===== src/include/psq_pkg.sv =====
// Purpose: shared constants for the program sequencer core
// Assumes: 4-bit controller, 10-bit program address, 8-bit instruction bus
// Notes: cycle timing is in input clock periods
package psq_pkg;
	// ==========================================================
	// Geometry
	localparam int PSQ_PC_W = 10;
	localparam int PSQ_BUS_W = 8;
	localparam int PSQ_STACK_DEPTH = 3;
	// ==========================================================
	// Timing
	localparam int PSQ_CLK_PER_CYCLE = 16;
	localparam int PSQ_PHASE_CNT_W = 4;
	localparam logic [3:0] PSQ_PHASE_HALF = 4'h8;
	localparam int PSQ_RESET_MIN_CYCLES = 2;
	localparam int PSQ_IRQ_MIN_CYCLES = 2;
	// ==========================================================
	// Addresses and reset values
	localparam logic [9:0] PSQ_RESET_PC = 10'h000;
	localparam logic [9:0] PSQ_IRQ_VECTOR = 10'h0FF;
	localparam logic [3:0] PSQ_EN_RESET = 4'h0;
	localparam int PSQ_EN_IRQ_BIT = 1;
	// ==========================================================
	// Opcodes the sequencer decodes
	localparam logic [7:0] PSQ_OP_CLEAR_ACC = 8'h00;
	localparam logic [7:0] PSQ_OP_NOP = 8'h44;
	localparam logic [7:0] PSQ_OP_RET = 8'h48;
	localparam logic [7:0] PSQ_OP_RETSK = 8'h49;
	localparam logic [7:0] PSQ_OP_ADD_CARRY_SKIP = 8'h30;
	localparam logic [7:0] PSQ_OP_PREFIX = 8'h33;
	localparam logic [3:0] PSQ_OP_JUMP_HI = 4'h6;
	localparam logic [3:0] PSQ_OP_LEI_HI = 4'h6;
	localparam logic [7:0] PSQ_OP_JUMP_IND = 8'hFF;
	// Sequencer states
	typedef enum logic [1:0] {PSQ_ST_FETCH, PSQ_ST_SECOND, PSQ_ST_JIND} psq_state_t;
endpackage


===== src/verilog/psq_core.sv =====
// Purpose: program sequencer of a small ROM-less 4-bit controller
// Assumes: external PROM plus address latch on the multiplexed bus
// Notes: executes only sequencing, skip, enable-register, accumulator and RAM-pointer ops
`timescale 1ns/10ps
module psq_core
	import psq_pkg::*;
#(
	parameter int PC_W = PSQ_PC_W,
	parameter int STACK_DEPTH = PSQ_STACK_DEPTH
)
(
	// Clock and active-high synchronous reset
	input wire logic clk_sys,
	input wire logic rst,
	// Program memory bus
	input wire logic [7:0] multiplexed_rom_bus_in,
	output logic [7:0] multiplexed_rom_bus_out,
	output logic multiplexed_rom_bus_oe,
	output logic [1:0] upper_rom_address,
	output logic addr_data_phase,
	// Interrupt pin
	input wire logic interrupt_input,
	// Status and cleared outputs
	output logic sync_clock_output,
	output logic [3:0] accumulator,
	output logic [5:0] ram_pointer,
	output logic carry_flag,
	output logic [3:0] digit_port,
	output logic [3:0] feature_enable,
	output logic [3:0] general_port,
	output logic serial_output,
	output logic irq_ack
);
	// ==========================================================
	// Declarations
	logic [3:0] phase_cnt;
	logic [3:0] next_phase_cnt;
	logic cycle_tick;
	logic [PC_W-1:0] pc;
	logic [PC_W-1:0] next_pc;
	logic [PC_W-1:0] stack [STACK_DEPTH];
	logic [PC_W-1:0] next_stack [STACK_DEPTH];
	logic skip_save [STACK_DEPTH];
	logic next_skip_save [STACK_DEPTH];
	logic skip_pend;
	logic next_skip_pend;
	logic irq_pend;
	logic next_irq_pend;
	logic chain_hold;
	logic next_chain_hold;
	logic [7:0] first_byte;
	logic [7:0] next_first_byte;
	psq_state_t state;
	psq_state_t next_state;
	logic [3:0] next_acc;
	logic [5:0] next_ptr;
	logic next_carry;
	logic [3:0] next_en;
	logic next_sync;
	logic next_ack;
	logic irq_seen;
	logic [7:0] op;
	logic is_lbi;
	logic [4:0] sum;

	// ==========================================================
	// Interrupt pulse qualifier
	psq_irq_detect u_detect (
		.clk_sys(clk_sys),
		.rst(rst),
		.cycle_tick(cycle_tick),
		.interrupt_input(interrupt_input),
		.irq_seen(irq_seen)
	);

	// ==========================================================
	// Cycle divider: instruction executes on the last clock of the cycle
	always_comb begin
		next_phase_cnt = phase_cnt + 4'h1;
	end
	assign cycle_tick = (phase_cnt == 4'(PSQ_CLK_PER_CYCLE - 1));

	// ==========================================================
	// Bus pins: address half, then release for the PROM byte
	assign upper_rom_address = pc[PC_W-1 -: 2];
	assign multiplexed_rom_bus_oe = addr_data_phase;

	always_ff @(posedge clk_sys) begin
		if (rst) begin
			phase_cnt <= 4'h0;
			addr_data_phase <= 1'b1;
			multiplexed_rom_bus_out <= 8'h00;
		end else begin
			phase_cnt <= next_phase_cnt;
			addr_data_phase <= (next_phase_cnt < PSQ_PHASE_HALF);
			// Follow the next address so the bus and upper bits change together
			multiplexed_rom_bus_out <= next_pc[7:0];
		end
	end

	// ==========================================================
	// Decode helpers
	assign op = multiplexed_rom_bus_in; // sampled late in data phase
	assign is_lbi = (op[7:6] == 2'b00) && (op[3:0] >= 4'h8 || op[3:0] == 4'hF);
	assign sum = {1'b0, accumulator} + {4'h0, carry_flag};

	// ==========================================================
	// Sequencer: fetch, skip, transfer, interrupt
	always_comb begin
		next_pc = pc;
		next_stack = stack;
		next_skip_save = skip_save;
		next_skip_pend = skip_pend;
		next_irq_pend = irq_pend | (irq_seen & feature_enable[PSQ_EN_IRQ_BIT]);
		next_chain_hold = chain_hold;
		next_first_byte = first_byte;
		next_state = state;
		next_acc = accumulator;
		next_ptr = ram_pointer;
		next_carry = carry_flag;
		next_en = feature_enable;
		next_ack = 1'b0;
		if (cycle_tick) begin
			next_pc = pc + PC_W'(1);
			case (state)
			PSQ_ST_FETCH: begin
				next_chain_hold = 1'b0;
				if (skip_pend) begin
					next_skip_pend = 1'b0;
					if (op == PSQ_OP_PREFIX || op[7:4] == PSQ_OP_JUMP_HI) begin
						next_state = PSQ_ST_SECOND;
						next_skip_pend = 1'b1; // skip both bytes
					end
				end else if (op == PSQ_OP_PREFIX || op[7:4] == PSQ_OP_JUMP_HI) begin
					next_first_byte = op;
					next_state = PSQ_ST_SECOND;
				end else if (op == PSQ_OP_JUMP_IND) begin
					next_state = PSQ_ST_JIND;
				end else if (op == PSQ_OP_CLEAR_ACC) begin
					next_acc = 4'h0;
				end else if (op == PSQ_OP_ADD_CARRY_SKIP) begin
					next_acc = sum[3:0];
					next_carry = sum[4];
					next_skip_pend = sum[4];
				end else if (op == PSQ_OP_RET || op == PSQ_OP_RETSK) begin
					next_pc = stack[0];
					next_skip_pend = skip_save[0] | (op == PSQ_OP_RETSK);
					for (int i = 0; i < STACK_DEPTH - 1; i++) begin
						next_stack[i] = stack[i+1];
						next_skip_save[i] = skip_save[i+1];
					end
					next_chain_hold = 1'b1;
				end else if (op[7:6] == 2'b10) begin
					next_stack[0] = pc + PC_W'(1);
					next_skip_save[0] = 1'b0;
					for (int i = 1; i < STACK_DEPTH; i++) begin
						next_stack[i] = stack[i-1];
						next_skip_save[i] = skip_save[i-1];
					end
					next_pc = {4'h2, op[5:0]};
					next_chain_hold = 1'b1;
				end else if (op[7]) begin
					next_pc = (pc[9:7] == 3'h1) ? {pc[9:7], op[6:0]} : {pc[9:6], op[5:0]};
					next_chain_hold = 1'b1;
				end else if (is_lbi) begin
					next_ptr = {op[5:4], op[3:0] + 4'h1};
					next_chain_hold = 1'b1;
				end
			end
			PSQ_ST_SECOND: begin
				next_state = PSQ_ST_FETCH;
				if (skip_pend) begin
					next_skip_pend = 1'b0;
				end else if (first_byte[7:4] == PSQ_OP_JUMP_HI) begin
					if (first_byte[3]) begin
						next_stack[0] = pc + PC_W'(1);
						next_skip_save[0] = 1'b0;
						for (int i = 1; i < STACK_DEPTH; i++) begin
							next_stack[i] = stack[i-1];
							next_skip_save[i] = skip_save[i-1];
						end
					end
					next_pc = {first_byte[1:0], op};
					next_chain_hold = 1'b1;
				end else if (op[7:4] == PSQ_OP_LEI_HI) begin
					next_en = op[3:0]; // enable register load
				end else if (op[7:6] == 2'b10) begin
					next_ptr = op[5:0];
					next_chain_hold = 1'b1;
				end
			end
			PSQ_ST_JIND: begin
				next_state = PSQ_ST_FETCH;
				next_pc = {pc[9:8], op};
				next_chain_hold = 1'b1;
			end
			default: next_state = PSQ_ST_FETCH;
			endcase
			// Take the interrupt only between whole instructions
			if (irq_pend && feature_enable[PSQ_EN_IRQ_BIT] && next_state == PSQ_ST_FETCH &&
				!next_chain_hold) begin
				next_stack[0] = next_pc;
				next_skip_save[0] = next_skip_pend;
				for (int i = STACK_DEPTH - 1; i > 0; i--) begin
					next_stack[i] = (i == 1) ? stack[0] : stack[i-1];
					next_skip_save[i] = skip_save[i-1];
				end
				next_skip_pend = 1'b0;
				next_pc = PSQ_IRQ_VECTOR;
				next_en[PSQ_EN_IRQ_BIT] = 1'b0;
				next_irq_pend = 1'b0;
				next_ack = 1'b1;
			end
		end
		next_sync = (phase_cnt < PSQ_PHASE_HALF);
	end

	// Sequencer registers; reset clears program and working state
	// Data RAM sits outside this block and keeps its contents
	always_ff @(posedge clk_sys) begin
		if (rst) begin
			pc <= PSQ_RESET_PC;
			for (int i = 0; i < STACK_DEPTH; i++) begin
				stack[i] <= '0;
				skip_save[i] <= 1'b0;
			end
			skip_pend <= 1'b0;
			irq_pend <= 1'b0;
			chain_hold <= 1'b0;
			first_byte <= 8'h00;
			state <= PSQ_ST_FETCH;
			accumulator <= 4'h0;
			ram_pointer <= 6'h00;
			carry_flag <= 1'b0;
			digit_port <= 4'h0;
			feature_enable <= PSQ_EN_RESET;
			general_port <= 4'h0;
			serial_output <= 1'b0;
			sync_clock_output <= 1'b0;
			irq_ack <= 1'b0;
		end else begin
			pc <= next_pc;
			stack <= next_stack;
			skip_save <= next_skip_save;
			skip_pend <= next_skip_pend;
			irq_pend <= next_irq_pend;
			chain_hold <= next_chain_hold;
			first_byte <= next_first_byte;
			state <= next_state;
			accumulator <= next_acc;
			ram_pointer <= next_ptr;
			carry_flag <= next_carry;
			digit_port <= digit_port;
			feature_enable <= next_en;
			general_port <= general_port;
			serial_output <= serial_output;
			sync_clock_output <= next_sync;
			irq_ack <= next_ack;
		end
	end
endmodule


===== src/verilog/psq_irq_detect.sv =====
// Purpose: synchronise the interrupt pin and qualify a falling pulse
// Assumes: pulse held low at least two instruction cycles
// Notes: qualification counted on cycle strobes
`timescale 1ns/10ps
module psq_irq_detect
	import psq_pkg::*;
(
	// Clock and reset
	input wire logic clk_sys,
	input wire logic rst,
	// Cycle strobe and pin
	input wire logic cycle_tick,
	input wire logic interrupt_input,
	// Qualified pulse
	output logic irq_seen
);
	logic sync_a;
	logic sync_b;
	logic armed;
	logic [1:0] low_cnt;
	logic next_armed;
	logic [1:0] next_low_cnt;
	logic next_irq_seen;

	// ==========================================================
	// Two-stage synchroniser; only sync_b feeds logic
	always_ff @(posedge clk_sys) begin
		sync_a <= interrupt_input;
		sync_b <= sync_a;
	end

	// Arm on high, count low cycles after the fall
	always_comb begin
		next_armed = armed;
		next_low_cnt = low_cnt;
		next_irq_seen = 1'b0;
		if (sync_b) begin
			next_armed = 1'b1;
			next_low_cnt = 2'h0;
		end else if (armed && cycle_tick) begin
			next_low_cnt = low_cnt + 2'h1;
			if (low_cnt == 2'(PSQ_IRQ_MIN_CYCLES - 1)) begin
				next_irq_seen = 1'b1;
				next_armed = 1'b0;
			end
		end
	end

	always_ff @(posedge clk_sys) begin
		if (rst) begin
			armed <= 1'b0;
			low_cnt <= 2'h0;
			irq_seen <= 1'b0;
		end else begin
			armed <= next_armed;
			low_cnt <= next_low_cnt;
			irq_seen <= next_irq_seen;
		end
	end
endmodule


===== config.mk =====
export PLATFORM = sky130hd
export DESIGN_NAME = psq_core
export DESIGN_NICKNAME = d
export VERILOG_FILES = /design/src/include/psq_pkg.sv /design/src/verilog/psq_core.sv /design/src/verilog/psq_irq_detect.sv
export SDC_FILE = /design/constraint.sdc
export NUM_CORES = 1
export LEC_CHECK = 0
export ABC_AREA = 1
export BUFFER_PORTS_ARGS = -buffer_cell sky130_fd_sc_hd__buf_4
export CORE_MARGIN = 2
export CORE_UTILIZATION = 60
export CTS_CLUSTER_SIZE = 24
export DETAILED_ROUTE_END_ITERATION = 8
export HOLD_SLACK_MARGIN = 0.1
export PLACE_DENSITY = 0.93
export REMOVE_ABC_BUFFERS = 1
export SYNTH_ARGS = -nofsm -noshare
export SYNTH_HDL_FRONTEND = slang
export SYNTH_HIERARCHICAL = 1
export SYNTH_SLANG_ARGS = --single-unit

===== constraint.sdc =====
create_clock -name clk_sys -period 2.6 [get_ports clk_sys]
set_clock_uncertainty 0.1 [all_clocks]
set_input_delay 0.52 -clock clk_sys [delete_from_list [all_inputs] [get_ports clk_sys]]
set_output_delay 0.52 -clock clk_sys [all_outputs]
set_load 0.02 [all_outputs]

==> results of run 1 <==
## where the power goes
part	switching [mW]	internal [mW]
clock network	0.560	0.365
registers	0.00562	1.28
logic	0.125	0.0567
total	0.691	1.70
## worst max-delay path, delay by kind of cell, from the launching register on
| kind | cells | cell delay (ns) |
|---|---|---|
| simple gates | 7 | 1.22 |
| buf+inv | 3 | 0.51 |
| flops | 1 | 0.41 |
| compound gates | 1 | 0.09 |
## through the flow
stage | TNS [ns] | instance area [sq um] | hold WS, ns
2_1_floorplan | -0.102 | 4730 | 0.210
5_1_grt | 0 | 5580 | 0.126
3_5_place_dp | -0.785 | 5400 | 0.216
6_report | 0 | 5580 | 0.146
4_1_cts | 0 | 5580 | 0.140
3_3_place_gp | 0 | 5400 | 0.212
## state kept, by name (all words and copies together) (netlist names), 2 cells and up
signal / flops
accumulator: 4
pc: 10
skip_save: 3
first_byte: 7
u_detect/low_cnt: 2
stack: 30
state: 2
feature_enable: 4
phase_cnt: 4
ram_pointer: 6
## area by class of cell
class,count,area (sq um)
Inverter,90,342
Clock inverter,7,58.8
Clock buffer,9,124
Sequential cell,83,1660
Timing Repair Buffer,71,533
Multi-Input combinational cell,580,2730
Fill cell,721,2510
Tap cell,105,131
## cell families after synthesis
| kind of cell | Yosys count | share of synthesized area, % |
|---|---|---|
| AOI/OAI and AO/OA | 146 | 15.9 |
| xor gates and xnor gates | 5 | 0.884 |
| adders and majority gates | 8 | 2.02 |
| buffers and inverters | 133 | 12.0 |
| DFF | 83 | 33.6 |
| other | 1 | 0.0757 |
| and+or+nand+nor | 412 | 35.6 |
## path summary, 6_finish.rpt
| check | startpoint | end | slack [ns] | cells after the start |
|---|---|---|---|---|
| max | state[1] | stack[8] | 0.15 | 11 |
| min | interrupt_input | u_detect/sync_a | 0.15 | 1 |
| max reg2reg | state[1] | stack[8] | 0.15 | 11 |
| min reg2reg | u_detect/sync_a | u_detect/sync_b | 0.24 | 0 |
## cells in the final DEF, fill, tap and decap left out, drive strengths merged
| cell type | n |
|---|---|
| a211oi | 1 |
| a21oi | 46 |
| a22oi | 4 |
| buf | 71 |
| clkbuf | 9 |
| clkinv | 6 |
| clkinvlp | 1 |
| conb | 9 |
| dfxtp | 83 |
| ha | 8 |
| inv | 90 |
| nand2 | 219 |
| nand3 | 57 |
| nand3b | 2 |
| nand4 | 9 |
| nor2 | 113 |
| nor3 | 8 |
| nor4 | 2 |
| o211ai | 5 |
| o21a | 1 |
| o21ai | 82 |
| o21bai | 1 |
| o22ai | 4 |
| o31ai | 1 |
| o41ai | 1 |
| or2 | 2 |
| xor2 | 5 |
## routing by layer
layer	global-route usage (%)	routed length (microns)
met5	0	0
met4	16.3	507
met3	4.31	1140
met2	57.4	6870
met1	43.3	6250
==> metrics.log, run 1 <==
[metrics] number of nets in the final layout: 854
[metrics] Post-Syn Area: 4950 sq um
[metrics] Detail Route Antenna Nets: 0
[metrics] Tot GR Track Use: 34.2%
[metrics] die area: 9000 sq um
[metrics] antenna cell count: 0
[metrics] ordered list of cells on the worst path: nor2_2 > buf_4 > nand3_2 > nand3_2 > inv_2 > nand2_2 > o21ai_1 > nand2_1 > inv_2 > nor2_1 > nor2_1
[metrics] Starting DRT DRC Count: 413
[metrics] number of detailed-routing iterations run before antenna repair: 5
[metrics] number of cells in the finished layout apart from fillers: 945
[metrics] Inst Count DP: 929
[metrics] Worst Path Max Fanout: 13
[metrics] clock latency on the worst-skew pair: 0.38 ns
[metrics] number of cells upsized or downsized after cts: 0
[metrics] Core Area: 8090 sq um
[metrics] PortBufs: 39
[metrics] routed wire length per instance: 15.6 microns
[metrics] clock buffer count from CTS: 9
[metrics] final setup violation count: 0
[metrics] most used standard cells in the synthesized netlist: 209 x sky130_fd_sc_hd__nand2_1, 107 x sky130_fd_sc_hd__nor2_1, 83 x sky130_fd_sc_hd__dfxtp_1
[metrics] critical path data arrival time: 2.61 ns
[metrics] element type at the critical path start: flop
[metrics] biggest area contributors in the synthesized netlist: sky130_fd_sc_hd__dfxtp_1 34%, sky130_fd_sc_hd__nand2_1 16%, sky130_fd_sc_hd__nor2_1 8.1%
[metrics] total number of clock tree sinks: 83
[metrics] flip-flop and latch count after synthesis: 83
[metrics] total number of vias: 5326
[metrics] clock tree from TritonCTS: yes
[metrics] max-slew violation total from the final report: 0
[metrics] synthesized instance count: 788
[metrics] area leader, netlist: sky130_fd_sc_hd__dfxtp_1
[metrics] PnR Total Power: 2.39 mW
[metrics] share of the clock period used by the worst path after layout: 94.4%
[metrics] status: finished, final reports clean
[metrics] FFs w/ async S/R, synth: 0%
[metrics] Vias/cell: 5.64
[metrics] wire length of the first global-routing pass: 23800 microns
[metrics] number of buffers added for setup after CTS: 0
[metrics] number of hold buffers added after CTS: 0
[metrics] pin count of the biggest net entering global routing: 35
[metrics] delay of the slowest cell on the worst path: 0.41 ns
[metrics] DRC violation count after routing: 0
[metrics] warnings from Yosys: 6
[metrics] horizontal extent of the die: 94.9 microns
[metrics] cell at the slowest stage of the critical path: sky130_fd_sc_hd__dfxtp_1
[metrics] Final min period: 2.45 ns
[metrics] half-perimeter wire length of the detailed placement result: 11100 microns
[metrics] power per cell area: 428 nW/um^2
[metrics] highest ir drop seen on vdd: 0.000376 V
[metrics] library cells used by synthesis: 41
[metrics] most used standard cell by instance count after synthesis: sky130_fd_sc_hd__nand2_1
[metrics] Syn Area/Cell: 6.28 sq um
[metrics] maximum buffer depth of the clock tree: 2
[metrics] global placer's final weighted congestion: 1.07
[metrics] area growth from synthesis to layout: 12.6%
[metrics] standard-cell row count: 33
[metrics] root buffer cell: sky130_fd_sc_hd__clkbuf_8
[metrics] antenna violations before repair: 0
[metrics] type of destination of the critical path: flop
[metrics] count of H-tree levels built during CTS: 3
[metrics] pre-CTS setup slack: -0.0985 ns
[metrics] post-synthesis sequential area ratio: 33.6%
[metrics] starting density of the core: 61.2%
[metrics] max cap viols: 0
[metrics] required time worst endpoint: 2.76 ns
[metrics] Yosys top cell area share: 33.6%
[metrics] via count of the first global-routing pass: 4932
[metrics] final wirelength: 14800 microns
[metrics] final number of hold-violating endpoints: 0
[metrics] Die Y: 94.9 microns
[metrics] final design utilization: 68.9%
[metrics] worst setup path category: flop to flop
[metrics] number of I/O pins: 49
[metrics] minimum setup slack in the final design: 0.146 ns
[metrics] share of cells above drive strength 1: 15.7%
[metrics] sum of overflow across all layers after global routing: 0
[metrics] highest achievable clock rate: 408 MHz
[metrics] setup repair after global routing missed its margin: false
[metrics] Tightest Hold Check Type: input port to flop
[metrics] count of flip-flops with a built-in enable after synthesis: 0
[metrics] register clock-pin slew on the reported worst setup and hold paths: 0.09 ns
[metrics] Leak Pwr: 2.72 nW
[metrics] commonest register cell after synthesis: sky130_fd_sc_hd__dfxtp_1
No activity file was read; power rests on OpenSTA's default activity.
==> run 2: changes to the inputs <==
==> constraint.sdc (replaced) <==
create_clock -name clk_sys -period 2.8 [get_ports clk_sys]
set_clock_uncertainty 0.1 [all_clocks]
set_input_delay 0.56 -clock clk_sys [delete_from_list [all_inputs] [get_ports clk_sys]]
set_output_delay 0.56 -clock clk_sys [all_outputs]
set_load 0.02 [all_outputs]
==> run 2 against run 1 <==
  * Critical path depth down 3
  * First-iteration DRC count down 7.3%
  * Global-route usage down 0.80 points
  * Core utilization down 0.91 points
  * Combinational power down 11%
  * Clock power down 8.4%
  * Fmax down 5.0%
  * Die area unchanged
  * Non-clock buffer count down 10
  * Sequential cell count unchanged
==> metrics.log, run 2 (synthesis results as in run 1) <==
[metrics] status: finished, final reports clean
[metrics] share of cells above drive strength 1: 14.7% (-1.0 points)
[metrics] final setup violation count: 0 (unchanged)
[metrics] critical path data arrival time: 2.78 ns (+0.17 ns)
[metrics] maximum buffer depth of the clock tree: 2 (unchanged)
[metrics] wire length of the first global-routing pass: 23200 microns (-2.4%)
[metrics] total number of vias: 5177 (-2.8%)
[metrics] max cap viols: 0 (unchanged)
[metrics] met2 track demand over resource: 54.7% (-2.7 points)
[metrics] half-perimeter wire length of the detailed placement result: 10400 microns (-5.9%)
[metrics] starting density of the core: 61.2% (unchanged)
[metrics] setup TNS: 0 ns (unchanged)
[metrics] most used cells in the layout excluding fill and tap cells: 209 x sky130_fd_sc_hd__nand2_1, 107 x sky130_fd_sc_hd__nor2_1, 83 x sky130_fd_sc_hd__dfxtp_1
[metrics] antenna cell count: 0 (unchanged)
[metrics] element type at the critical path start: flop
[metrics] register clock-pin slew on the reported worst setup and hold paths: 0.10 ns (about the same)
[metrics] largest registers ranked by flip-flop count: stack: 30 flops, pc: 10 flops, first_byte: 7 flops
[metrics] Die Y: 94.9 microns (unchanged)
[metrics] power per cell area: 400 nW/um^2 (-6.7%)
[metrics] global placer's final weighted congestion: 1.02 (-5.1%)
[metrics] number of cells in the finished layout apart from fillers: 935 (-1.1%)
[metrics] Inst Count DP: 919 (-1.1%)
[metrics] Tot GR Track Use: 33.4% (-0.80 points)
[metrics] max-slew headroom at the worst pin: 67.0%
[metrics] Post-Route Hold Slack: 0.182 ns (+0.0363 ns)
[metrics] number of hold buffers added after CTS: 0 (unchanged)
[metrics] DRC violation count after routing: 0 (unchanged)
[metrics] share of the clock period used by the worst path after layout: 92.2% (-2.2 points)
[metrics] pin count of the biggest net entering global routing: 38 (+8.6%)
[metrics] number of buffers added for setup after CTS: 0 (unchanged)
[metrics] setup repair after global routing missed its margin: false
[metrics] standard-cell row count: 33 (unchanged)
[metrics] busiest metal layer after global routing: met2
[metrics] Detail Route Antenna Nets: 0 (unchanged)
[metrics] number of detailed-routing iterations run before antenna repair: 5 (unchanged)
[metrics] PnR Total Power: 2.20 mW (-7.9%)
[metrics] Starting DRT DRC Count: 383 (-7.3%)
[metrics] pre-CTS setup slack: 0.0586 ns (+0.157 ns)
[metrics] antenna violations before repair: 0 (unchanged)
[metrics] Final min period: 2.58 ns (+0.128 ns)
[metrics] routed wire length per instance: 15.3 microns (-2.0%)
[metrics] Leak Pwr: 2.67 nW (-1.9%)
[metrics] number of nets in the final layout: 844 (-1.2%)
[metrics] PortBufs: 39 (unchanged)
[metrics] max-slew violation total from the final report: 0 (unchanged)
[metrics] count of H-tree levels built during CTS: 3 (unchanged)
[metrics] clock tree from TritonCTS: yes
[metrics] highest achievable clock rate: 387 MHz (-5.0%)
[metrics] Worst Tran Pin Value: 0.492 ns
[metrics] fill cell instance count of the final layout: 740 (+2.6%)
[metrics] number of cells upsized or downsized after cts: 0 (unchanged)
[metrics] highest ir drop seen on vdd: 0.000275 V (-27%)
[metrics] clock latency on the worst-skew pair: 0.37 ns (about the same)
[metrics] die area: 9000 sq um (unchanged)
[metrics] register ranked first by flip-flop count: stack
[metrics] Tightest Hold Check Type: input port to flop
[metrics] Worst Path Max Fanout: 16 (+3)
[metrics] worst setup path category: flop to flop
[metrics] root buffer cell: sky130_fd_sc_hd__clkbuf_8
[metrics] final wirelength: 14300 microns (-3.0%)
[metrics] Vias/cell: 5.54 (-1.8%)
[metrics] Core Area: 8090 sq um (unchanged)
[metrics] via count of the first global-routing pass: 4820 (-2.3%)
[metrics] total number of clock tree sinks: 83 (unchanged)
[metrics] worst r2r src: phase_cnt[0]
[metrics] number of I/O pins: 49 (unchanged)
[metrics] horizontal extent of the die: 94.9 microns (unchanged)
[metrics] number of flip-flops in the largest register: 30 (unchanged)
[metrics] area growth from synthesis to layout: 11.1%
[metrics] type of destination of the critical path: flop
[metrics] final number of hold-violating endpoints: 0 (unchanged)
[metrics] sum of overflow across all layers after global routing: 0 (unchanged)
[metrics] most frequent standard cell in the layout excluding fill and tap cells: sky130_fd_sc_hd__nand2_1
[metrics] required time worst endpoint: 3.00 ns (+0.24 ns)
[metrics] Critical path origin: phase_cnt[0]
[metrics] GR met1 Demand/Resource: 42.4% (-0.95 points)
[metrics] hold_sp: interrupt_input
[metrics] minimum setup slack in the final design: 0.218 ns (+0.0718 ns)
[metrics] GR Layer Usage met3: 4.95% (+0.64 points)
[metrics] clock buffer count from CTS: 9 (unchanged)
==> run 2: metal layers <==
layer  vias up  share of wire (%)  routed length [microns]
li1       2582                  -                        -
met1      2341                 43                     6140
met2       217                 46                     6540
met3        37                7.7                     1100
met4         0                3.8                      551
met5         -                  0                        0
==> run 2: path summary, 6_finish.rpt <==
kind | to | slack, ns | cells after the start
min reg2reg | u_detect/sync_b | 0.24 | 0
max | feature_enable[2] | 0.22 | 8
min | u_detect/sync_a | 0.18 | 1
max reg2reg | feature_enable[2] | 0.22 | 8
==> run 2: worst max-delay path, stage by stage (launching register included) <==
cell and delay (ns):
sky130_fd_sc_hd__dfxtp_1 0.40, sky130_fd_sc_hd__ha_1 0.20, sky130_fd_sc_hd__nand2_1 0.09, sky130_fd_sc_hd__nor2_1 0.18, sky130_fd_sc_hd__buf_4 0.28, sky130_fd_sc_hd__clkinv_1 0.36, sky130_fd_sc_hd__nor3_2 0.55, sky130_fd_sc_hd__o21ai_0 0.18
sky130_fd_sc_hd__a21oi_1 0.16
==> run 2: metrics by stage <==
step	util (%)	instance area, sq um
6_report	68.0	5500
5_1_grt	68.0	5500
4_1_cts	68.0	5500
3_5_place_dp	65.7	5320
3_3_place_gp	65.7	5320
2_1_floorplan	-	4730
==> run 2: report_power, final <==
group | total, mW | switching, mW | internal (mW)
combinational | 0.162 | 0.113 | 0.0493
clock | 0.847 | 0.509 | 0.338
sequential | 1.19 | 0.00533 | 1.19
total | 2.20 | 0.627 | 1.57
==> run 2: area by class of cell <==
class	count	area, sq um	share of cell area [%]
Multi-Input combinational cell	580	2730	49.6
Sequential cell	83	1660	30.2
Timing Repair Buffer	61	458	8.32
Inverter	90	342	6.21
Tap cell	105	131	2.39
Clock buffer	9	124	2.25
Clock inverter	7	60.1	1.09
